--- config.mk ---
export PLATFORM = sky130hd
export DESIGN_NAME = pnc_top
export DESIGN_NICKNAME = d
export VERILOG_FILES = /design/src/rtl/pnc_pkg.sv /design/src/rtl/pnc_top.sv
export SDC_FILE = /design/constraint.sdc
export NUM_CORES = 1
export LEC_CHECK = 0
export ABC_AREA = 1
export BUFFER_PORTS_ARGS = -buffer_cell sky130_fd_sc_hd__buf_2
export CORE_MARGIN = 2
export CORE_UTILIZATION = 58
export CTS_CLUSTER_DIAMETER = 150
export CTS_CLUSTER_SIZE = 28
export DETAILED_ROUTE_END_ITERATION = 8
export PLACE_DENSITY_LB_ADDON = 0.2
export REMOVE_ABC_BUFFERS = 1
export SYNTH_ARGS = -nofsm -noshare
export SYNTH_HDL_FRONTEND = slang
export SYNTH_SLANG_ARGS = --single-unit
--- constraint.sdc ---
create_clock -name i_clk -period 2.2 [get_ports i_clk]
set_clock_uncertainty 0.05 [all_clocks]
set_input_delay 0.33 -clock i_clk [delete_from_list [all_inputs] [get_ports i_clk]]
set_output_delay 0.33 -clock i_clk [all_outputs]
set_load 0.02 [all_outputs]
--- src/rtl/pnc_pkg.sv ---
package pnc_pkg;

   localparam int CLK_HZ = 40_000_000;
   localparam int NMI_MS = 200;
   localparam int TICK_MS = 100;
   localparam int NMI_CYC = CLK_HZ / 1000 * NMI_MS;
   localparam int TICK_CYC = CLK_HZ / 1000 * TICK_MS;

   localparam logic [7:0] A_CTRL = 8'h00;
   localparam logic [7:0] A_CMD = 8'h04;
   localparam logic [7:0] A_NSRC = 8'h08;
   localparam logic [7:0] A_STAT = 8'h0C;
   localparam logic [7:0] A_OFFT = 8'h10;
   localparam logic [7:0] A_PGTO = 8'h14;
   localparam logic [7:0] A_FDLY = 8'h18;
   localparam logic [7:0] A_RSTT = 8'h1C;

   localparam int C_CPUEN = 0;
   localparam int C_RESTART = 1;
   localparam int C_CPUNMI = 2;
   localparam int C_SMI = 3;
   localparam int C_NOTIFY = 4;
   localparam int C_ALERT = 5;
   localparam int C_RETAIN = 6;

   localparam int K_ON = 0;
   localparam int K_OFF = 1;
   localparam int K_CYC = 2;
   localparam int K_RST = 3;
   localparam int K_NMI = 4;
   localparam int K_NMIEN = 5;
   localparam int K_CLRF = 6;

   localparam logic [7:0] CTRL_RST = 8'h31;
   localparam logic [15:0] OFFT_RST = 16'h000A;
   localparam logic [15:0] PGTO_RST = 16'h000A;
   localparam logic [15:0] FDLY_RST = 16'h0000;
   localparam logic [15:0] RSTT_RST = 16'h0001;

   typedef enum logic [3:0] {
      ST_OFF, ST_UP_WAIT, ST_NOTIFY, ST_SENS, ST_FRB, ST_RUN, ST_RST_HOLD,
      ST_RST_ALERT, ST_DN_NOTIFY, ST_DN_PWR, ST_OFF_WAIT, ST_FAULT
   } pnc_state_t;

   typedef struct packed {
      logic psel;
      logic penable;
      logic pwrite;
      logic [7:0] paddr;
      logic [31:0] pwdata;
   } pnc_apb_req_t;

   typedef struct packed {
      logic [31:0] prdata;
      logic pready;
      logic pslverr;
   } pnc_apb_rsp_t;

   // Asynchronous pins from chassis and front panel
   typedef struct packed {
      logic pgood;
      logic pwr_btn;
      logic diag_btn;
      logic cpu_processor_internal_error;
      logic therm_trip;
      logic sleep_s5;
   } pnc_pins_t;

   // Same-clock pulses from watchdog, event filter and alert sender
   typedef struct packed {
      logic wdt_pre;
      logic wdt_pre_nmi;
      logic wdt_pre_smi;
      logic wdt_off;
      logic wdt_cyc;
      logic filt_nmi;
      logic filt_off;
      logic filt_cyc;
      logic filt_rst;
      logic alert_done;
   } pnc_evt_t;

   typedef struct packed {
      pnc_state_t state;
      pnc_pins_t sync1;
      pnc_pins_t sync2;
      pnc_pins_t prev;
      logic [31:0] tick_cnt;
      logic tick;
      logic [15:0] tmr;
      logic [31:0] ncnt;
      logic nmi;
      logic armed;
      logic [7:0] nsrc;
      logic smi;
      logic nlog;
      logic pon;
      logic rst;
      logic notify;
      logic sens;
      logic fault_resilient_boot;
      logic alert_req;
      logic alert_abort;
      logic alert_wdt;
      logic cyc;
      logic fault;
      logic loss;
      logic retain_pend;
      logic [2:0] fd_bits;
      logic [15:0] fd_tmr;
      logic fd_run;
      logic [7:0] ctrl;
      logic [15:0] offt;
      logic [15:0] pgto;
      logic [15:0] fdly;
      logic [15:0] rstt;
      pnc_apb_rsp_t apb;
   } pnc_regs_t;

endpackage

--- src/rtl/pnc_top.sv ---
`timescale 1ns/10ps
`default_nettype none

// Functional notes
// - NMI output is one 200 ms pulse
// - Five cause kinds may fire the NMI
// - Chassis-command NMI creates no log entry
// - One NMI, then silent until reset/off
// - NMI enable command re-arms the generator
// - Causes latched; reading source clears them
// - Set-source writes merge into latched causes
// - Watchdog pre-timeout raises SMI when enabled
// - Power-on request output, high means on
// - Power-good compared to command outside wait, fault and off
// - Power-good loss: reset, off, wait, retry
// - Power up holds reset until power-good
// - Then notify S0, init sensors, start boot
// - Power down: reset, notify, drop request
// - Button, watchdog, filter, command, retention, S5
// - Watchdog-off alert sent after power-down
// - Reset alert finishes before reset release
// - Reset, power-on or disable aborts alerts
// - Release reset after power-good and CPU enable
// - Filter power actions delayed in 100 ms units
module pnc_top #(
   parameter int P_TICK_CYCLES = pnc_pkg::TICK_CYC,
   parameter int P_NMI_CYCLES = pnc_pkg::NMI_CYC
) (
   input wire logic i_clk,
   input wire logic i_arst_n,
   input wire pnc_pkg::pnc_apb_req_t i_apb,
   output logic [31:0] o_prdata,
   output logic o_pready,
   output logic o_pslverr,
   input wire pnc_pkg::pnc_pins_t i_pins,
   input wire pnc_pkg::pnc_evt_t i_evt,
   output logic o_pwr_on,
   output logic o_sys_rst,
   output logic o_nmi,
   output logic o_nmi_log,
   output logic o_smi,
   output logic o_notify_s0,
   output logic o_sensor_init,
   output logic o_frb_start,
   output logic o_alert_req,
   output logic o_alert_abort
);
   import pnc_pkg::*;

   pnc_regs_t r_reg;
   pnc_regs_t r_next;
   pnc_pins_t s;
   pnc_pins_t rise;
   pnc_pins_t fall;
   logic acc, done, wr, rd, pg_lost;
   logic go_on, go_off, go_cyc, go_rst;
   logic [7:0] cmd;
   logic [4:0] cause;
   logic [2:0] fexec;
   logic [31:0] rdv;

   function automatic logic reg_hit(input logic [7:0] a);
      reg_hit = (a[1:0] == 2'b00) && (a <= A_RSTT);
   endfunction

   ////////////////////////////////////////////////////////////////////
   always_comb begin
      r_next = r_reg;
      r_next.sync1 = i_pins;
      r_next.sync2 = r_reg.sync1;
      r_next.prev = r_reg.sync2;
      s = r_reg.sync2;
      rise = s & ~r_reg.prev;
      fall = ~s & r_reg.prev;

      // Time base shared by every 100 ms count
      r_next.tick = 1'b0;
      r_next.tick_cnt = r_reg.tick_cnt + 32'h00000001;
      if (r_reg.tick_cnt >= 32'(P_TICK_CYCLES - 1)) begin
         r_next.tick_cnt = '0;
         r_next.tick = 1'b1;
      end

      // APB slave: one wait state, answer registered
      acc = i_apb.psel & i_apb.penable;
      done = acc & r_reg.apb.pready;
      wr = done & i_apb.pwrite & reg_hit(i_apb.paddr);
      rd = done & ~i_apb.pwrite & reg_hit(i_apb.paddr);
      case (i_apb.paddr)
         A_CTRL: rdv = {24'h000000, r_reg.ctrl};
         A_NSRC: rdv = {24'h000000, r_reg.nsrc};
         A_STAT: rdv = {20'h00000, r_reg.fault, r_reg.loss, r_reg.armed, s.pgood,
                        r_reg.rst, r_reg.pon, r_reg.alert_req, r_reg.nmi, r_reg.state};
         A_OFFT: rdv = {16'h0000, r_reg.offt};
         A_PGTO: rdv = {16'h0000, r_reg.pgto};
         A_FDLY: rdv = {16'h0000, r_reg.fdly};
         A_RSTT: rdv = {16'h0000, r_reg.rstt};
         default: rdv = 32'h00000000;
      endcase
      r_next.apb.pready = acc & ~r_reg.apb.pready;
      r_next.apb.pslverr = acc & ~r_reg.apb.pready & ~reg_hit(i_apb.paddr);
      if (acc && !r_reg.apb.pready) begin
         r_next.apb.prdata = i_apb.pwrite ? 32'h00000000 : rdv;
      end
      cmd = (wr && i_apb.paddr == A_CMD) ? i_apb.pwdata[7:0] : 8'h00;
      if (wr) begin
         case (i_apb.paddr)
            A_CTRL: r_next.ctrl = i_apb.pwdata[7:0];
            A_OFFT: r_next.offt = i_apb.pwdata[15:0];
            A_PGTO: r_next.pgto = i_apb.pwdata[15:0];
            A_FDLY: r_next.fdly = i_apb.pwdata[15:0];
            A_RSTT: r_next.rstt = i_apb.pwdata[15:0];
            default: r_next.ctrl = r_reg.ctrl;
         endcase
      end

      ////////////////////////////////////////////////////////////////
      // NMI causes, source record and single-shot pulse
      cause = {i_evt.wdt_pre & i_evt.wdt_pre_nmi,
               r_reg.ctrl[C_CPUNMI] & (rise.cpu_processor_internal_error | rise.therm_trip),
               i_evt.filt_nmi, rise.diag_btn, cmd[K_NMI]};
      // Set wins over the read clear
      r_next.nsrc = (rd && i_apb.paddr == A_NSRC) ? 8'h00 : r_reg.nsrc;
      r_next.nsrc = r_next.nsrc | {3'b000, cause};
      if (wr && i_apb.paddr == A_NSRC) begin
         r_next.nsrc = r_next.nsrc | i_apb.pwdata[7:0];
      end
      r_next.nlog = 1'b0;
      if (r_reg.nmi) begin
         r_next.ncnt = r_reg.ncnt - 32'h00000001;
         if (r_reg.ncnt == 32'h00000000) begin
            r_next.nmi = 1'b0;
         end
      end
      if (r_reg.armed && cause != 5'b00000) begin
         r_next.armed = 1'b0;
         if (!r_reg.nmi) begin
            r_next.nmi = 1'b1;
            r_next.ncnt = 32'(P_NMI_CYCLES - 1);
         end
         r_next.nlog = |cause[4:1];
      end
      if (cmd[K_NMIEN]) begin
         r_next.armed = 1'b1;
      end
      r_next.smi = i_evt.wdt_pre & i_evt.wdt_pre_smi & r_reg.ctrl[C_SMI];

      ////////////////////////////////////////////////////////////////
      // Event-filter power actions wait a programmed delay
      fexec = 3'b000;
      if (i_evt.filt_off || i_evt.filt_cyc || i_evt.filt_rst) begin
         r_next.fd_bits = r_reg.fd_bits | {i_evt.filt_off, i_evt.filt_cyc, i_evt.filt_rst};
         r_next.fd_tmr = r_reg.fdly;
         r_next.fd_run = 1'b1;
      end else if (r_reg.fd_run && r_reg.tick) begin
         if (r_reg.fd_tmr == 16'h0000) begin
            fexec = r_reg.fd_bits;
            r_next.fd_bits = 3'b000;
            r_next.fd_run = 1'b0;
         end else begin
            r_next.fd_tmr = r_reg.fd_tmr - 16'h0001;
         end
      end

      // Power-down beats cycle, cycle beats reset
      go_off = rise.pwr_btn | i_evt.wdt_off | cmd[K_OFF] | rise.sleep_s5
               | fexec[2];
      go_cyc = i_evt.wdt_cyc | cmd[K_CYC] | fexec[1];
      go_rst = cmd[K_RST] | (fexec[0] & ~fexec[1]);
      go_on = rise.pwr_btn | cmd[K_ON] | fall.sleep_s5
              | (r_reg.retain_pend & r_reg.ctrl[C_RETAIN]);

      // Alert handshake
      r_next.alert_abort = 1'b0;
      if (i_evt.alert_done) begin
         r_next.alert_req = 1'b0;
         r_next.alert_wdt = 1'b0;
      end
      if (i_evt.wdt_off || i_evt.wdt_cyc) begin
         r_next.alert_wdt = r_reg.ctrl[C_ALERT];
      end
      // Clear first so that a fault or loss raised below wins
      if (cmd[K_CLRF]) begin
         r_next.fault = 1'b0;
         r_next.loss = 1'b0;
      end

      r_next.notify = 1'b0;
      r_next.sens = 1'b0;
      r_next.fault_resilient_boot = 1'b0;

      ////////////////////////////////////////////////////////////////
      case (r_reg.state)
         ST_OFF: begin
            r_next.pon = 1'b0;
            if (r_reg.alert_wdt && r_reg.ctrl[C_ALERT] && !r_reg.alert_req) begin
               r_next.alert_req = 1'b1;
            end
            if (cmd[K_OFF]) begin
               r_next.retain_pend = 1'b0;
            end else if (go_on) begin
               r_next.pon = 1'b1;
               r_next.retain_pend = 1'b0;
               r_next.tmr = r_reg.pgto;
               r_next.state = ST_UP_WAIT;
            end
         end
         ST_UP_WAIT: begin
            if (s.pgood) begin
               r_next.notify = 1'b1;
               r_next.state = ST_NOTIFY;
            end else if (r_reg.tick) begin
               if (r_reg.tmr == 16'h0000) begin
                  r_next.pon = 1'b0;
                  r_next.fault = 1'b1;
                  r_next.state = ST_FAULT;
               end else begin
                  r_next.tmr = r_reg.tmr - 16'h0001;
               end
            end
         end
         ST_NOTIFY: begin
            r_next.sens = 1'b1;
            r_next.state = ST_SENS;
         end
         ST_SENS: begin
            r_next.state = ST_FRB;
         end
         ST_FRB: begin
            if (s.pgood && r_reg.ctrl[C_CPUEN]) begin
               r_next.rst = 1'b0;
               r_next.fault_resilient_boot = 1'b1;
               r_next.state = ST_RUN;
            end
         end
         ST_RUN: begin
            if (go_off || go_cyc) begin
               r_next.rst = 1'b1;
               r_next.cyc = go_cyc & ~go_off;
               r_next.state = ST_DN_NOTIFY;
            end else if (go_rst) begin
               r_next.rst = 1'b1;
               r_next.tmr = r_reg.rstt;
               r_next.state = ST_RST_HOLD;
            end
         end
         ST_RST_HOLD: begin
            if (r_reg.tick) begin
               if (r_reg.tmr == 16'h0000) begin
                  r_next.alert_req = r_reg.ctrl[C_ALERT];
                  r_next.state = ST_RST_ALERT;
               end else begin
                  r_next.tmr = r_reg.tmr - 16'h0001;
               end
            end
         end
         ST_RST_ALERT: begin
            if (!r_reg.alert_req) begin
               r_next.state = ST_FRB;
            end
         end
         ST_DN_NOTIFY: begin
            r_next.notify = r_reg.ctrl[C_NOTIFY];
            r_next.state = ST_DN_PWR;
         end
         ST_DN_PWR: begin
            r_next.pon = 1'b0;
            r_next.tmr = r_reg.offt;
            r_next.state = r_reg.cyc ? ST_OFF_WAIT : ST_OFF;
         end
         ST_OFF_WAIT: begin
            if (r_reg.tick) begin
               if (r_reg.tmr == 16'h0000) begin
                  r_next.pon = 1'b1;
                  r_next.tmr = r_reg.pgto;
                  r_next.state = ST_UP_WAIT;
               end else begin
                  r_next.tmr = r_reg.tmr - 16'h0001;
               end
            end
         end
         ST_FAULT: begin
            r_next.pon = 1'b0;
            if (cmd[K_CLRF]) begin
               r_next.state = ST_OFF;
            end
         end
         default: r_next.state = ST_OFF;
      endcase

      // All states but the power-up wait, off wait, fault and off states compare power-good against the request
      pg_lost = ~s.pgood & r_reg.pon & (r_reg.state != ST_UP_WAIT)
                & (r_reg.state != ST_OFF_WAIT) & (r_reg.state != ST_FAULT)
                & (r_reg.state != ST_OFF);
      if (pg_lost) begin
         r_next.rst = 1'b1;
         r_next.pon = 1'b0;
         r_next.loss = 1'b1;
         r_next.cyc = 1'b0;
         r_next.tmr = r_reg.offt;
         r_next.state = r_reg.ctrl[C_RESTART] ? ST_OFF_WAIT : ST_OFF;
      end
      // Reset entry, power-on or alert disable ends an alert in flight
      if (r_next.alert_req && (!r_reg.ctrl[C_ALERT] || (r_next.rst && !r_reg.rst)
          || (r_next.pon && !r_reg.pon))) begin
         r_next.alert_req = 1'b0;
         r_next.alert_wdt = 1'b0;
         r_next.alert_abort = 1'b1;
      end
      // Host reset or power-down re-arms the NMI
      if (r_next.rst && !r_reg.rst) begin
         r_next.armed = 1'b1;
      end
   end

   always_ff @(posedge i_clk or negedge i_arst_n) begin
      if (!i_arst_n) begin
         r_reg <= '0;
         r_reg.state <= ST_OFF;
         r_reg.rst <= 1'b1;
         r_reg.armed <= 1'b1;
         r_reg.retain_pend <= 1'b1;
         r_reg.ctrl <= CTRL_RST;
         r_reg.offt <= OFFT_RST;
         r_reg.pgto <= PGTO_RST;
         r_reg.fdly <= FDLY_RST;
         r_reg.rstt <= RSTT_RST;
      end else begin
         r_reg <= r_next;
      end
   end

   assign o_prdata = r_reg.apb.prdata;
   assign o_pready = r_reg.apb.pready;
   assign o_pslverr = r_reg.apb.pslverr;
   assign o_pwr_on = r_reg.pon;
   assign o_sys_rst = r_reg.rst;
   assign o_nmi = r_reg.nmi;
   assign o_nmi_log = r_reg.nlog;
   assign o_smi = r_reg.smi;
   assign o_notify_s0 = r_reg.notify;
   assign o_sensor_init = r_reg.sens;
   assign o_frb_start = r_reg.fault_resilient_boot;
   assign o_alert_req = r_reg.alert_req;
   assign o_alert_abort = r_reg.alert_abort;

   ////////////////////////////////////////////////////////////////////
   logic [31:0] hi_len;
   always_ff @(posedge i_clk or negedge i_arst_n) begin
      if (!i_arst_n) begin
         hi_len <= '0;
      end else begin
         hi_len <= o_nmi ? hi_len + 32'h00000001 : 32'h00000000;
      end
   end
endmodule

`default_nettype wire

==> metrics, run 1 <==
Clk Latency, worst-skew pair slightly below 0.5 ns; hpwl dp 23530 um; drt initial violations between 800 and 900; register share of total power 41.6%; Mapped Avg Cell Area between 8 and 9 um^2; depth of the CTS H-tree 1; Final Hold Fails 0; grt met3 use between 3 and 4%; # diodes 0; # DRC 0; routed vias approximately 10000; max-cap violations 0; max FFs per register roughly 200; leading cell types in the layout, fill and taps excluded 319 x nand2_1, 224 x dfrtp_1, 160 x o21ai_0; 1st-pass router iterations 6; Die ar. about 22000 um^2; synth warn 0; critical path's largest stage delay between 0.4 and 0.5 ns; clock power share 21.4%; number of global-route vias before repair 9948; I/O Pins about 110; Internal ~0.0075 W; nets between 1500 and 2000; Gate Count Post-Synth roughly 1500; routability congestion estimate between 0.9 and 1; CP bufs+invs 4; Tot GR Track Use between 20% and 30%; Worst Setup Start Kind flop; synthesized area roughly 12000 um^2; Worst slew margin 62.95%; FFs w/ async S/R, synth 100.0%; GR Overflow Total 0; vias per inst about 5.6; status completed; commonest non-fill, non-tap cell in the layout nand2_1; TritonCTS clock tree built; ratio of cells with drive above 1 in the final layout between 15 and 20%; Die Ht 148.8 um; static leakage 6.395 nW; Slowest cell on crit path dfrtp_1; dominant synthesized flop cell dfrtp_1; DP Cell Count about 1800; hold path cells 3; Routed Antenna Nets 0; Clock Sinks approximately 240; initial antenna violation count 0; post-synthesis to final-layout area growth 12.58%; non-filler cells, final approximately 1900; M2 GR Usage 47.94%; fin area 13700 um^2; Port-buffer cells just over 70; clk root buf clkbuf_16; Worst-Margin Slew 0.5557 ns; Register-to-Register Path Depth 13; largest net degree at the start of global routing 65; Die X roughly 150 um; Pins Over Slew Limit 0; Gate power share 37.0%; critical path class reg -> reg; Initial Util around three fifths; Post-DP Area between 10000 and 15000 um^2; largest fanout on the critical path 11; Seq/Total Area, Yosys around 49%; clock-pin slew on the worst setup and hold paths around 0.11 ns; Tmin final just over 2 ns; Psw about 0.0044 W; fin crit share approximately 94%; crit end category flop; crit-path cells inv_2 > nand2_2 > inv_2 > nand2_4 > nand3_2 > nor2_2 > buf_12 > nor3_4 > nor2_4 > nand2_4 > buf_12 > nand2_1 > o21ai_2; Rows between 50 and 60; Synth Register Bits between 200 and 250; CTS Buffer Depth 3; Synth cell types 59; Top Family by Delay on Critical Path simple AND/OR/NAND/NOR gates; grt peak-use layer met2; IR drop worst, VDD between 0.0006 and 0.0007 V; fmax 481.4 MHz; WL final about 32000 um; Core Area 20430 um^2; power per cell area between 800 and 900 nW/um^2; RSZ-0062 raised after global routing yes; Num CTS Buffers 12; Final Setup Violations 0; Worst EP required between 2 and 3 ns; type of the most critical hold path in -> reg; Levels on crit path 13; Sw Share 36.87%; Post-synth EDFFs 0; M1 GR Usage between 40 and 50%; global-route wire length before repair between 50000 and 60000 um; Crit path arrival time between 2 and 2.5 ns; routed length per instance 16.85 um
==> layer usage <==
metal	vias to the layer above	wire length, um	part of all wire, %
li1	5065	-	-
met1	4990	13620	43
met2	387	14930	47
met3	46	2196	6.9
met4	0	852	2.7
met5	-	0	0
==> cell families after synthesis <==
| group | synth area share [%] |
|---|---|
| DFF | 48.65 |
| xor gates and xnor gates | 3.167 |
| and+or+nand+nor | 24.77 |
| buffers and inverters | 8.781 |
| other | 0.03082 |
| adders and majority gates | 0.7198 |
| AOI/OAI and AO/OA | 13.88 |
==> area by class of cell <==
cell class              count  area (um^2)
clock buffers              19        347.8
inverters                 165        630.6
repair buffers            148         1101
well taps                 270        337.8
clock inverters             1        16.27
multi-input cells        1036         5344
flip-flops and latches    236         5921
fillers                  1739         6731
==> worst min-delay path: stages <==
cell and delay, ns:
buf_2 0.10, nand2_1 0.06, nor2_1 0.04
==> what timing repair did <==
action / CTS / global route
gates resized for setup: 0 / 28
hold endpoints to repair: 61 / 0
hold buffers: 7 / 0
setup endpoints to repair: 0 / 60
buffers inserted: 0 / 2
==> synthesized netlist by cell type (9+ instances only) <==
| cell type | number | area [um^2] |
|---|---|---|
| nand2_1 | 324 | 1216 |
| dfrtp_1 | 225 | 5630 |
| o21ai_0 | 160 | 800.8 |
| nor2_1 | 149 | 559.3 |
| inv_1 | 148 | 555.5 |
| nand3_1 | 78 | 390.4 |
| buf_4 | 35 | 262.8 |
| a21oi_1 | 32 | 160.2 |
| nand4_1 | 25 | 156.4 |
| xor2_1 | 25 | 219.0 |
| clkbuf_1 | 24 | 90.09 |
| nor3_1 | 21 | 105.1 |
| o22ai_1 | 21 | 131.4 |
| xnor2_1 | 19 | 166.4 |
| nor2_2 | 15 | 93.84 |
| inv_2 | 12 | 45.04 |
| o21ai_2 | 12 | 105.1 |
| dfstp_2 | 11 | 289.0 |
| o211ai_1 | 11 | 82.58 |
| nor4_1 | 10 | 62.56 |
| o21ai_1 | 9 | 45.04 |
| o221ai_1 | 9 | 78.83 |
==> metrics by stage <==
| step | setup TNS [ns] | setup slack (ns) | utilization [%] | total power (W) | hold slack (ns) |
|---|---|---|---|---|---|
| finish | 0 | 0.1229 | 67.05 | 0.01190 | 0.02313 |
| global route | -0.2263 | -0.06401 | 67.05 | 0.01263 | 0.03284 |
| CTS | 0 | 0.05633 | 66.45 | 0.01173 | 0.009208 |
| detailed placement | 0 | 0.001111 | 64.33 | 0.009166 | 0.2836 |
| global placement | 0 | 0.02562 | 64.33 | 0.009115 | 0.2836 |
| floorplan | 0 | 0.07328 | - | 0.007612 | -0.01559 |
==> worst paths after layout <==
path,startpoint,end,slack (ns)
setup / recovery,r_reg[250],r_reg[186],0.12
hold / removal,i_evt[7],o_smi,0.02
setup reg to reg,r_reg[250],r_reg[186],0.12
hold reg to reg,r_next[239],r_next[233],0.31
max in group asynchronous,i_arst_n,r_reg[148],1.07
min in group asynchronous,i_arst_n,r_reg[165],0.34
==> power groups by stage <==
stage | clock [W] | combinational [W] | sequential (W)
5_1_grt | 0.00275 | 0.00489 | 0.00499
6_report | 0.00255 | 0.00441 | 0.00495
3_5_place_dp | 0 | 0.00415 | 0.00501
2_1_floorplan | 0 | 0.00263 | 0.00498
3_3_place_gp | 0 | 0.00410 | 0.00501
4_1_cts | 0.00261 | 0.00419 | 0.00494
Power figures use the tool's default switching activity.
==> run 2, diff against run 1 <==
--- a/config.mk
+++ b/config.mk
@@ -7,8 +7,10 @@
 export LEC_CHECK = 0
 export ABC_AREA = 1
 export BUFFER_PORTS_ARGS = -buffer_cell sky130_fd_sc_hd__buf_2
+export CELL_PAD_IN_SITES_DETAIL_PLACEMENT = 1
+export CELL_PAD_IN_SITES_GLOBAL_PLACEMENT = 2
 export CORE_MARGIN = 2
-export CORE_UTILIZATION = 58
+export CORE_UTILIZATION = 36
 export CTS_CLUSTER_DIAMETER = 150
 export CTS_CLUSTER_SIZE = 28
 export DETAILED_ROUTE_END_ITERATION = 8
==> run 2 against run 1 <==
Effect of this change:
- via count grew 1.7%
- flip-flop and latch count stayed put
- largest power group is now combinational cells
- hold slack gained 0.0066 ns
==> metrics, run 2 (synthesis results as in run 1) <==
status completed; Pins Over Slew Limit 0 (unchanged); Core Area 33450 um^2 (+64%); Final Setup Violations 0 (unchanged); type of the most critical hold path in -> reg; clk root buf clkbuf_16; WL final 39380 um (+25%); Crit path arrival time 2.47 ns (+0.07 ns); Final Hold Fails 0 (unchanged); vias per inst 5.055 (-9.6%); Tmin final 2.105 ns (+0.02825 ns); routed vias 10665 (+1.7%); crit end category flop; largest fanout on the critical path 13 (+2); Initial Util 36.38% (-23 points); pre-CTS setup slack -0.04781 ns (-0.04892 ns); Die ar. 35290 um^2 (+59%); Die Ht 187.8 um (+26%); 1st-pass router iterations 5 (-1); drt initial violations 541 (-36%); initial antenna violation count 0 (unchanged); post-synthesis to final-layout area growth 19.13%; Worst slew margin 61.46% (-1.5 points); fill cell count 4015 (+130%); # DRC 0 (unchanged); CTS Buffer Depth 3 (unchanged); I/O Pins 105 (unchanged); IR drop worst, VDD 0.0004313 V (-34%); Rows 67 (+29%); fmax 475.0 MHz (-1.3%); critical path class reg -> reg; ratio of cells with drive above 1 in the final layout 20.22% (+4.0 points); hpwl dp 29200 um (+24%); # diodes 0 (unchanged); Die X 187.8 um (+26%); TritonCTS clock tree built; Worst Setup Start Kind flop; Clk Latency, worst-skew pair 0.51 ns (+0.02 ns); TNS Setup 0 ns (unchanged); commonest non-fill, non-tap cell in the layout nand2_1; Worst-Margin Slew 0.5781 ns (+0.02238 ns); Worst EP required 2.56 ns (+0.04 ns); largest net degree at the start of global routing 65 (unchanged); power per cell area 898.7 nW/um^2 (+3.4%); Num CTS Buffers 12 (unchanged); max FFs per register 196 (unchanged); Tot GR Track Use 22.27% (-6.7 points); Port-buffer cells 72 (unchanged); clock-pin slew on the worst setup and hold paths 0.12 ns (about the same); Routed Antenna Nets 0 (unchanged); nets 1725 (+3.5%); max-cap violations 0 (unchanged); RSZ-0062 raised after global routing yes; global-route wire length before repair 62360 um (+22%); routed length per instance 18.66 um (+11%); GR Overflow Total 0 (unchanged); Clock Sinks 236 (unchanged); leading cell types in the layout, fill and taps excluded 314 x nand2_1, 220 x dfrtp_1, 159 x o21ai_0; depth of the CTS H-tree 1 (unchanged); static leakage 6.699 nW (+4.8%); routability congestion estimate 0.8350 (-13%); number of global-route vias before repair 11138 (+12%); PnR worst setup slack 0.09467 ns (-0.02825 ns); fin crit share 95.70% (+1.3 points)
[run 2: critical path, stage by stage, from the launching register on]
cell      delay [ns]
dfrtp_1         0.41
inv_2           0.08
ha_4            0.14
nand3_1         0.10
nor2_2          0.19
nand2_1         0.09
nand2_1         0.06
nand2_1         0.08
buf_12          0.16
nand2_1         0.13
o221ai_1        0.13
o22ai_1         0.18
buf_4           0.16
o21ai_2         0.04
[run 2: cell type report]
type / count / area, um^2 / share of cell area (%)
inverters: 165 / 629.4 / 4.342
repair buffers: 206 / 1580 / 10.90
flip-flops and latches: 236 / 5926 / 40.88
multi-input cells: 1036 / 5438 / 37.51
clock buffers: 17 / 340.3 / 2.348
clock inverters: 2 / 21.27 / 0.1467
well taps: 448 / 560.5 / 3.867
[run 2: routing by layer]
| metal | up-vias | wire, um | track usage (%) |
|---|---|---|---|
| met4 | 0 | 646 | 4.361 |
| met1 | 5286 | 18160 | 30.32 |
| met5 | - | 0 | 0 |
| met3 | 35 | 1203 | 2.115 |
| met2 | 167 | 19370 | 38.79 |
| li1 | 5177 | - | - |
[run 2: power by group]
| part | leakage [nW] | switching (W) | internal (W) |
|---|---|---|---|
| logic | 3.51 | 0.00318 | 0.00229 |
| clock network | 0.176 | 0.00151 | 0.00112 |
| registers | 3.01 | 0.000271 | 0.00466 |
[run 2: timing repair]
action / 4_1_cts / 5_1_grt
pin swaps: 1 / 18
buffers inserted: 1 / 14
resized for setup: 3 / 58
gates cloned: 0 / 4
setup endpoints to repair: 7 / 55
hold buffers: 11 / 0
hold endpoints to repair: 64 / 0
[run 2: through the flow]
step	total power (W)	util, %	cell area, um^2	std cells	hold slack, ns
2_1_floorplan	0.007612	-	11810	1437	-0.01559
3_3_place_gp	0.009667	40.77	13640	2061	0.2778
3_5_place_dp	0.009742	40.77	13640	2061	0.2834
4_1_cts	0.01249	42.23	14120	2092	0.01810
5_1_grt	0.01384	43.34	14500	2110	0.04640
6_report	0.01303	43.34	14500	2110	0.02974
[run 2: path summary, 6_finish.rpt]
path,cells after the start,endpoint,from,slack [ns]
max in group asynchronous,3,r_reg[91],i_arst_n,0.99
max,13,r_reg[188],r_reg[183],0.09
min,3,r_reg[125],i_evt[3],0.03
max reg2reg,13,r_reg[188],r_reg[183],0.09
min in group asynchronous,2,r_reg[173],i_arst_n,0.33
min reg2reg,0,r_next[234],r_next[240],0.31
==> run 3, diff against run 2 <==
--- a/config.mk
+++ b/config.mk
@@ -14,7 +14,7 @@
 export CTS_CLUSTER_DIAMETER = 150
 export CTS_CLUSTER_SIZE = 28
 export DETAILED_ROUTE_END_ITERATION = 8
-export PLACE_DENSITY_LB_ADDON = 0.2
+export PLACE_DENSITY_LB_ADDON = 0.1
 export REMOVE_ABC_BUFFERS = 1
 export SYNTH_ARGS = -nofsm -noshare
 export SYNTH_HDL_FRONTEND = slang
==> run 3 against run 2 <==
Effect of this change:
- global-route usage rose by 0.12 points
- maximum frequency rose by 0.21%
- combinational power rose by 3%
- total power rose by 0.96%
- largest cell class unchanged
- critical path depth did not move
==> metrics, run 3 (synthesis results as in run 1) <==
Rows 67 (unchanged); clk root buf clkbuf_16; FF-to-FF setup slack 0.1 ns (about the same); Port-buffer cells 72 (unchanged); TritonCTS clock tree built; Sw Share 37.83% (-0.32 points); Tot GR Track Use 22.40% (+0.12 points); post-layout util 43.63% (+0.29 points); Slowest cell on crit path dfrtp_1; Hold EP r_reg[123]; hold path cells 3 (unchanged); drt initial violations 574 (+6.1%); status completed; fin crit share 95.49% (-0.20 points); clock power share 19.9% (-0.3 points); Clk Latency, worst-skew pair 0.51 ns (about the same); initial antenna violation count 0 (unchanged); number of global-route vias before repair 11049 (-0.80%); Clock Sinks 236 (unchanged); WL final 39070 um (-0.79%); global-route wire length before repair 62800 um (+0.70%); Psw 0.004975 W (+0.13%); Internal 0.008177 W (+1.5%); RSZ-0062 raised after global routing yes; max FFs per register 196 (unchanged); hpwl dp 29380 um (+0.60%); routed length per instance 18.41 um (-1.4%); Post-DP Area 13730 um^2 (+0.72%); routed vias 10708 (+0.40%); type of the most critical hold path in -> reg; Routed Antenna Nets 0 (unchanged); commonest non-fill, non-tap cell in the layout nand2_1; 1st-pass router iterations 5 (unchanged); vias per inst 5.046 (-0.16%); depth of the CTS H-tree 1 (unchanged); nets 1738 (+0.75%); post-synthesis to final-layout area growth 19.93%; I/O Pins 105 (unchanged); leading cell types in the layout, fill and taps excluded 305 x nand2_1, 224 x dfrtp_1, 159 x o21ai_0; Tmin final 2.101 ns (-0.004444 ns); GR Overflow Total 0 (unchanged); clock-pin slew on the worst setup and hold paths 0.12 ns (about the same); # DRC 0 (unchanged); Core Area 33450 um^2 (unchanged); largest fanout on the critical path 3 (-10); Die ar. 35290 um^2 (unchanged); power per cell area 901.2 nW/um^2 (+0.29%); max-cap violations 0 (unchanged); Pins Over Slew Limit 0 (unchanged); Die Ht 187.8 um (unchanged); RR Endpoint r_reg[197]; critical path class reg -> reg; ratio of cells with drive above 1 in the final layout 21.62% (+1.4 points); IR drop worst, VDD 0.0005245 V (+22%); Worst Setup Start Kind flop; Final Setup Violations 0 (unchanged); fin area 14590 um^2 (+0.67%); Die X 187.8 um (unchanged); # diodes 0 (unchanged); Gate power share 42.7% (+0.7 points); crit end category flop; Crit path arrival time 2.44 ns (-0.03 ns); Register-to-Register Path Depth 13 (unchanged); fmax 476.0 MHz (+0.21%); CTS Buffer Depth 3 (unchanged); Num CTS Buffers 12 (unchanged); routability congestion estimate 0.8267 (-0.99%); largest net degree at the start of global routing 66 (+1.5%); Initial Util 36.38% (unchanged); Final Hold Fails 0 (unchanged); critical path's largest stage delay 0.40 ns (about the same); Worst EP required 2.54 ns (-0.02 ns); fill cell count 4013 (-0.050%); crit-path cells inv_1 > buf_4 > nand2_1 > nor2_1 > inv_1 > nor2_1 > inv_1 > nor2_1 > nand2_1 > nand3_1 > nand3_1 > o22ai_2 > o21ai_1; hold path start i_evt[1]; r2r startpoint r_reg[183]; register share of total power 37.4% (-0.4 points); static leakage 6.765 nW (+0.99%)
## run 3: cell types whose count changed in the layout (fill, tap and decap cells not counted), sizes merged
cell	previous run	this run
buf	192	208
dlygate4sd3	11	9
inv	160	161
clkinv	7	5
clkbuf	20	19
## run 3: final cells by class
class / count / area [um^2] / share of cell area (%)
clock buffers: 17 / 340.3 / 2.332
clock inverters: 1 / 16.27 / 0.1115
inverters: 165 / 624.3 / 4.279
multi-input cells: 1036 / 5468 / 37.47
flip-flops and latches: 236 / 5921 / 40.57
well taps: 448 / 560.5 / 3.841
repair buffers: 219 / 1663 / 11.40
## run 3: stage by stage
step           std cells  hold slack (ns)  TNS [ns]  setup WS, ns  power, W
2_1_floorplan       1437         -0.01559         0       0.07328  0.007612
3_3_place_gp        2074           0.1645  -0.05342      -0.02914  0.009780
3_5_place_dp        2074           0.1699   -0.3460      -0.09531  0.009848
4_1_cts             2101         0.003998         0       0.01903   0.01258
5_1_grt             2122         0.003383   -0.3923      -0.06763   0.01404
6_report            2122          0.02389         0       0.09911   0.01315
## run 3: worst max-delay path by stage
stage               cells past startpoint    endpoint  slack (ns)  startpoint
floorplan                              11  r_reg[196]        0.07    o_pready
global placement                       15  r_reg[130]       -0.03  r_reg[107]
detailed placement                     12  r_reg[197]        -0.1  r_reg[182]
CTS                                    16  r_reg[196]        0.02  r_reg[107]
global route                           12  r_reg[219]       -0.07  r_reg[199]
finish                                 13  r_reg[197]         0.1  r_reg[183]
## run 3: power by group through the flow
stage	Sequential [W]	Clock [W]	Combinational, W
final	0.00492	0.00262	0.00561
after global routing	0.00496	0.00289	0.00619
after CTS	0.00492	0.00275	0.00491
after detailed placement	0.00500	0	0.00485
after global placement	0.00499	0	0.00479
after floorplan	0.00498	0	0.00263
## run 3: critical path, delay by kind of cell, from the launching register on
kind                   cells  cell delay (ns)
flip-flops                 1             0.40
AND/OR/NAND/NOR            7             0.86
buffers and inverters      4             0.42
AO/OA/AOI/OAI              2             0.25
## run 3: per-layer routing
layer / global-route usage (%) / wire length, um / vias up
met5: 0 / 0 / -
met4: 3.422 / 467 / 0
met3: 2.227 / 1065 / 21
met2: 38.38 / 18890 / 144
met1: 31.30 / 18650 / 5339
li1: - / - / 5204
## run 3: what timing repair did
action,CTS,global route
cloned,0,3
resized for setup,6,62
endpoints found under the setup margin,15,46
hold buffers,9,0
pin swaps,0,19
buffers inserted,0,18
hold endpoints to repair,67,0
